==> src/shared/prio_regs_pkg.sv <==
// Package with offsets, fields and reset values of the input priority registers
package prio_regs_pkg;
    localparam int        ADDR_WIDTH            = 7;
    localparam int        DATA_WIDTH            = 8;
    localparam int        FIELD_WIDTH           = 4;
    // Register offsets
    localparam logic [6:0] OFFS_PRIO_ELEVEN_TWELVE     = 7'h1D;
    localparam logic [6:0] OFFS_PRIO_THIRTEEN_FOURTEEN = 7'h1E;
    localparam logic [6:0] OFFS_SOURCE_SELECT          = 7'h4B;
    // Field positions
    localparam int        ODD_FIELD_LSB         = 0;
    localparam int        EVEN_FIELD_LSB        = 4;
    localparam int        PATH_VIEW_BIT         = 4;
    // Reset values
    localparam logic [7:0] RST_MAIN_ELEVEN_TWELVE     = 8'hDC;
    localparam logic [7:0] RST_MAIN_THIRTEEN_FOURTEEN = 8'hFE;
    localparam logic [7:0] RST_AUX_PRIO               = 8'h00;
    localparam logic [7:0] RST_SOURCE_SELECT          = 8'h00;
    // Input eleven main-path default by strap, and the unavailable code
    localparam logic [3:0] PRIO_ELEVEN_MASTER = 4'hC;
    localparam logic [3:0] PRIO_ELEVEN_SLAVE  = 4'h1;
    localparam logic [3:0] PRIO_UNAVAILABLE   = 4'h0;
endpackage

==> src/prio_field_decode.sv <==
// Decode of one priority nibble into availability and rank
`timescale 1ns/1ps
module prio_field_decode (
    // Field in
    input  wire logic [prio_regs_pkg::FIELD_WIDTH-1:0] field,
    // Decoded
    output logic                                       available,
    output logic [prio_regs_pkg::FIELD_WIDTH-1:0]      rank
);
    import prio_regs_pkg::*;

    // Zero excludes the input; rank passes through unchanged otherwise
    always_comb begin
        available = (field != PRIO_UNAVAILABLE);
        rank      = field;
    end
endmodule // prio_field_decode

==> src/ref_input_priority_regs.sv <==
// Priority registers for reference inputs eleven to fourteen, two path sets
// What this block does
// - Two RW nibbles: odd low, even high
// - Zero means unavailable; 1-15 are ranks
// - Input eleven main default: master 12, slave 1
// - Select bit 4 zero picks main path
// - Resets: main DC/FE, auxiliary 00/00
// - Thirteen/fourteen register follows eleven/twelve
`timescale 1ns/1ps
module ref_input_priority_regs (
    // Clock and reset
    input  wire logic                                  clock,
    input  wire logic                                  rst,
    // Strap
    input  wire logic                                  master_slave_strap_pin,
    // Microprocessor port
    input  wire logic [prio_regs_pkg::ADDR_WIDTH-1:0]  addr,
    input  wire logic                                  wr_en,
    input  wire logic                                  rd_en,
    input  wire logic [prio_regs_pkg::DATA_WIDTH-1:0]  wr_data,
    output logic      [prio_regs_pkg::DATA_WIDTH-1:0]  rd_data,
    // Priorities toward the selection engine, inputs 11..14
    output logic      [4*prio_regs_pkg::FIELD_WIDTH-1:0] main_rank,
    output logic      [3:0]                            main_available,
    output logic      [4*prio_regs_pkg::FIELD_WIDTH-1:0] aux_rank,
    output logic      [3:0]                            aux_available
);
    import prio_regs_pkg::*;

    logic [7:0] main_lo_q;    // Inputs eleven/twelve, main path
    logic [7:0] main_hi_q;    // Inputs thirteen/fourteen, main path
    logic [7:0] aux_lo_q;
    logic [7:0] aux_hi_q;
    logic [7:0] select_q;
    logic       strap_pending_q;
    logic       path_view_select_bit;
    logic       hit_lo;
    logic       hit_hi;
    logic [15:0] main_flat;
    logic [15:0] aux_flat;

    // Elaboration guards: the register map assumes two nibbles per byte
    // and an address bus wide enough for the source select offset. A
    // different package setting would silently mis-place fields, so it is
    // refused here instead.
    if (DATA_WIDTH != 2 * FIELD_WIDTH) begin : g_bad_width
        $error("priority byte must hold exactly two fields");
    end
    if (ADDR_WIDTH < 7) begin : g_bad_addr
        $error("address bus too narrow for the register map");
    end
    if (EVEN_FIELD_LSB != ODD_FIELD_LSB + FIELD_WIDTH) begin : g_bad_field
        $error("even field must sit directly above the odd field");
    end
    if (PATH_VIEW_BIT >= DATA_WIDTH) begin : g_bad_view
        $error("path view bit lies outside the select byte");
    end

    // The path view bit steers every priority access; both sets stay
    // visible to the selection engine at all times, whatever the view
    assign path_view_select_bit = select_q[PATH_VIEW_BIT];
    assign hit_lo = (addr == OFFS_PRIO_ELEVEN_TWELVE);
    assign hit_hi = (addr == OFFS_PRIO_THIRTEEN_FOURTEEN);

    // Strap is caught after reset release, not under it
    always_ff @(posedge clock) begin
        if (rst) begin
            strap_pending_q <= 1'b1;
        end else begin
            strap_pending_q <= 1'b0;
        end
    end

    // Main path set; strap only overrides the eleven nibble once
    always_ff @(posedge clock) begin
        if (rst) begin
            main_lo_q <= RST_MAIN_ELEVEN_TWELVE;
            main_hi_q <= RST_MAIN_THIRTEEN_FOURTEEN;
        end else begin
            if (strap_pending_q) begin
                main_lo_q[ODD_FIELD_LSB +: FIELD_WIDTH] <=
                    master_slave_strap_pin ? PRIO_ELEVEN_MASTER
                                           : PRIO_ELEVEN_SLAVE;
            end
            // A write in the strap cycle wins over the default
            if (wr_en && !path_view_select_bit && hit_lo) begin
                main_lo_q <= wr_data;
            end
            if (wr_en && !path_view_select_bit && hit_hi) begin
                main_hi_q <= wr_data;
            end
        end
    end

    // Auxiliary set, untouched by main-path writes
    always_ff @(posedge clock) begin
        if (rst) begin
            aux_lo_q <= RST_AUX_PRIO;
            aux_hi_q <= RST_AUX_PRIO;
        end else begin
            if (wr_en && path_view_select_bit && hit_lo) begin
                aux_lo_q <= wr_data;
            end
            if (wr_en && path_view_select_bit && hit_hi) begin
                aux_hi_q <= wr_data;
            end
        end
    end

    // Source select register holding the path view bit
    always_ff @(posedge clock) begin
        if (rst) begin
            select_q <= RST_SOURCE_SELECT;
        end else if (wr_en && addr == OFFS_SOURCE_SELECT) begin
            select_q <= wr_data;
        end
    end

    // Registered read data; unmapped addresses read zero
    always_ff @(posedge clock) begin
        if (rst) begin
            rd_data <= 8'h00;
        end else if (rd_en) begin
            if (hit_lo) begin
                rd_data <= path_view_select_bit ? aux_lo_q : main_lo_q;
            end else if (hit_hi) begin
                rd_data <= path_view_select_bit ? aux_hi_q : main_hi_q;
            end else if (addr == OFFS_SOURCE_SELECT) begin
                rd_data <= select_q;
            end else begin
                rd_data <= 8'h00;
            end
        end
    end

    assign main_flat = {main_hi_q, main_lo_q};
    assign aux_flat  = {aux_hi_q, aux_lo_q};

    // One decoder per input and path
    genvar gi;
    generate
        for (gi = 0; gi < 4; gi++) begin : g_field
            prio_field_decode u_main (
                .field     (main_flat[gi*FIELD_WIDTH +: FIELD_WIDTH]),
                .available (main_available[gi]),
                .rank      (main_rank[gi*FIELD_WIDTH +: FIELD_WIDTH])
            );
            prio_field_decode u_aux (
                .field     (aux_flat[gi*FIELD_WIDTH +: FIELD_WIDTH]),
                .available (aux_available[gi]),
                .rank      (aux_rank[gi*FIELD_WIDTH +: FIELD_WIDTH])
            );
        end
    endgenerate
endmodule // ref_input_priority_regs

==> config.mk <==
export PLATFORM = sky130hd
export DESIGN_NAME = ref_input_priority_regs
export DESIGN_NICKNAME = d
export VERILOG_FILES = /design/src/shared/prio_regs_pkg.sv /design/src/prio_field_decode.sv /design/src/ref_input_priority_regs.sv
export SDC_FILE = /design/constraint.sdc
export NUM_CORES = 1
export LEC_CHECK = 0
export BUFFER_PORTS_ARGS = -buffer_cell sky130_fd_sc_hd__buf_2
export CAP_MARGIN = 15
export CORE_MARGIN = 4
export CORE_UTILIZATION = 55
export DETAILED_ROUTE_END_ITERATION = 12
export GPL_ROUTABILITY_DRIVEN = 0
export PLACE_DENSITY_LB_ADDON = 0.08
export SYNTH_ARGS = -nofsm -noshare
export SYNTH_HDL_FRONTEND = slang
export SYNTH_HIERARCHICAL = 1
export SYNTH_SLANG_ARGS = --single-unit
==> constraint.sdc <==
create_clock -name clock -period 3.3 [get_ports clock]
set_input_delay 0.66 -clock clock [delete_from_list [all_inputs] [get_ports clock]]
set_output_delay 0.66 -clock clock [all_outputs]
set_load 0.03 [all_outputs]
==> results_dict.tcl <==
set metrics [dict create \
    dpl.hpwl_um 4150 \
    endpoint_kind "output pin" \
    drive_above_1_share_pct 27.2 \
    root_buffer "clkbuf_8" \
    ys_seq_area_share_pct 38.2 \
    critical_path_class "flip-flop to output pin" \
    whs_path_depth 2 \
    post_cts_resized 0 \
    powerDensity_mw_per_mm2 371 \
    fmax_ghz 0.498 \
    cts.sinks 49 \
    netlist_instances 271 \
    yosys_warnings 6 \
    io_pins 68 \
    cts_buffer_depth 2 \
    clock_skew_ns 0.00318 \
    dr.pass1.iters 4 \
    worst-slew-pin-transition_ns 0.781 \
    hold_ws_ns 0.488 \
    muxShareOfSynthArea_pct 14.5 \
    fin_nets 321 \
    rsz0062_at_grt "no" \
    synth.avg_cell_area_um2 9.47 \
    cts_buffers 5 \
    synth.ff_latch_count 49 \
    vdd_drop_max_mv 0.226 \
    critPathArrivalTime_ns 1.35 \
    grt_pass1_wl_um 9300 \
    slew_headroom_pct 48.0 \
    power.internal_mw 0.786 \
    num_rows 24 \
    grt_pass1_vias 1908 \
    vias 1980 \
    syn-num-nets 291 \
    synth_adder_area_share_pct 0 \
    htreeDepth 2 \
    cts_tree "yes" \
    synthTopCellsByArea "dfxtp_1, mux2i_1, buf_4" \
    die_y_um 76.3 \
    syn_to_final_growth_pct 7.80 \
    dieWidth_um 76.3 \
    clk_latency_ns 0.30 \
    port_buffers 67 \
    setup_viol 0 \
    hold_buffers 0 \
    drt_first_iter_violations 98 \
    crit_fanout 4 \
    pwr-share-clk_pct 34.3 \
    finalMaxSlewViolations 0 \
    start_util_pct 57.7 \
    period_minus_slack_ns 2.01 \
    antenna_left 0 \
    cp-start-kind "flip-flop" \
    leakage_nw 1.20 \
    hold_class "flip-flop to flip-flop" \
    die_area_mm2 0.00582 \
    outcome "completed" \
    yosysUniqueCellTypes 31 \
    antenna_found_initial 0 \
    hold_viol 0 \
    grt_max_degree 45 \
    overflow 0 \
    synth_top_family_by_area "simple AND/OR/NAND/NOR gates" \
    cts.clk_slew.worst_paths_ns 0.08 \
    r2r_cells 4 \
    core_region_area_mm2 0.00444 \
    seq_power_share_pct 58.3 \
    postCtsSetupBuffers 0 \
    max_cap_violations 0 \
    synth_compound_area_share_pct 15.3 \
    synth_xor_area_share_pct 0 \
    yosys.area.top_type_share_pct 38.2 \
    routedWlPerCell_um 15.9 \
    setup_tns_ns 0 \
    vias_per_cell 5.61 \
    fin_crit_sh_pct 60.9 \
    drc_errors 0 \
    finalWirelength_um 5600 \
    grtUsageTotal_pct 19.7 \
    p_sw_share_pct 23.5 \
    syn-cell-area_mm2 0.00257 \
    p_switching_mw 0.241 \
    diodes 0 \
    yosys.area_share.simple_pct 19.4 \
    yosysTopAreaCell "dfxtp_1" \
    p_comb_share_pct 7.4 \
    critPathRequiredTime_ns 2.64 \
]
[per-stage QoR]
step	area (um^2)	setup slack (ns)	utilization [%]	std cells	power [mW]
final	2770	1.29	62.2	353	1.03
after global routing	2770	1.16	62.2	353	1.08
after CTS	2770	1.28	62.2	353	1.04
after detailed placement	2680	0.973	60.3	346	0.690
after global placement	2680	0.996	60.3	346	0.689
after floorplan	2570	1.32	-	271	0.660
[power groups by stage]
stage / clock, mW / sequential [mW] / combinational (mW)
after floorplan: 0 / 0.613 / 0.0473
after global placement: 0 / 0.613 / 0.0759
after detailed placement: 0 / 0.613 / 0.0762
after CTS: 0.365 / 0.599 / 0.0763
after global routing: 0.400 / 0.601 / 0.0821
final: 0.352 / 0.599 / 0.0761
[worst paths after layout]
check | endpoint | slack [ns] | startpoint
max | main_available[0] | 1.29 | main_lo_q[0]$_SDFFE_PP0P_
min | rd_data[1]$_SDFFE_PP0P_ | 0.49 | rd_data[1]$_SDFFE_PP0P_
max reg2reg | aux_hi_q[6]$_SDFFE_PP0P_ | 1.47 | select_q[4]$_SDFFE_PP0P_
min reg2reg | rd_data[1]$_SDFFE_PP0P_ | 0.49 | rd_data[1]$_SDFFE_PP0P_
[area by class of cell]
type	count	area, um^2
clock buffer	7	86.3
fill	418	1680
inverter	4	15.0
multi-input combinational	171	1260
sequential	49	981
tap	52	65.1
timing repair buffer	70	358
[metal layers]
layer  share of wire (%)  track usage, %  vias up
met4                0.95            5.43        0
met1                  45            25.3      930
li1                    -               -      992
met5                   0               0        -
met3                 7.3            5.44        4
met2                  47            32.3       54
[Yosys cell counts]
cell type / number
dfxtp_1: 49
mux2i_1: 36
nor2_1: 36
buf_4: 32
nor2b_1: 16
a211o_1: 10
clkbuf_1: 10
or4_1: 10
a21oi_1: 8
o21a_1: 8
a211oi_1: 7
a2bb2oi_1: 7
o31ai_1: 7
nand2b_1: 6
inv_1: 4
buf_2: 3
nand2_1: 3
nor4_4: 3
and3_1: 2
nor3_1: 2
o21bai_1: 2
a21o_1: 1
a221o_1: 1
and3b_1: 1
buf_6: 1
clkbuf_2: 1
mux2_2: 1
nand4b_1: 1
nand4b_4: 1
o21ai_0: 1
or4_4: 1
[cell families after synthesis]
kind of cell / count (synthesis)
AOI/OAI and AO/OA: 52
DFF: 49
muxes: 37
buffers and inverters: 51
and+or+nand+nor: 82
[flip-flops by register name, summed over array words and instances (netlist names)]
register,cells
main_hi_q,8
main_lo_q,8
aux_lo_q,8
rd_data,8
select_q,8
strap_pending_q,1
aux_hi_q,8
[cells in the final DEF, fill, tap and decap left out, types with 3 or more instances in the layout]
| master | Yosys | final |
|---|---|---|
| buf_2 | 3 | 67 |
| dfxtp_1 | 49 | 49 |
| mux2i_1 | 36 | 36 |
| nor2_1 | 36 | 36 |
| nor2b_1 | 16 | 16 |
| or4_1 | 10 | 10 |
| a211o_1 | 10 | 10 |
| o21a_1 | 8 | 8 |
| a21oi_1 | 8 | 8 |
| a211oi_1 | 7 | 7 |
| a2bb2oi_1 | 7 | 7 |
| o31ai_1 | 7 | 7 |
| nand2b_1 | 6 | 6 |
| clkbuf_8 | 0 | 6 |
| inv_1 | 4 | 4 |
| nand2_1 | 3 | 3 |
| nor4_4 | 3 | 3 |
| buf_4 | 32 | 3 |
[critical path, cell delays in order (launching register included)]
cell,delay [ns]
dfxtp_1,0.35
or4_1,0.51
buf_2,0.19
(Power assumes the default switching activity.)
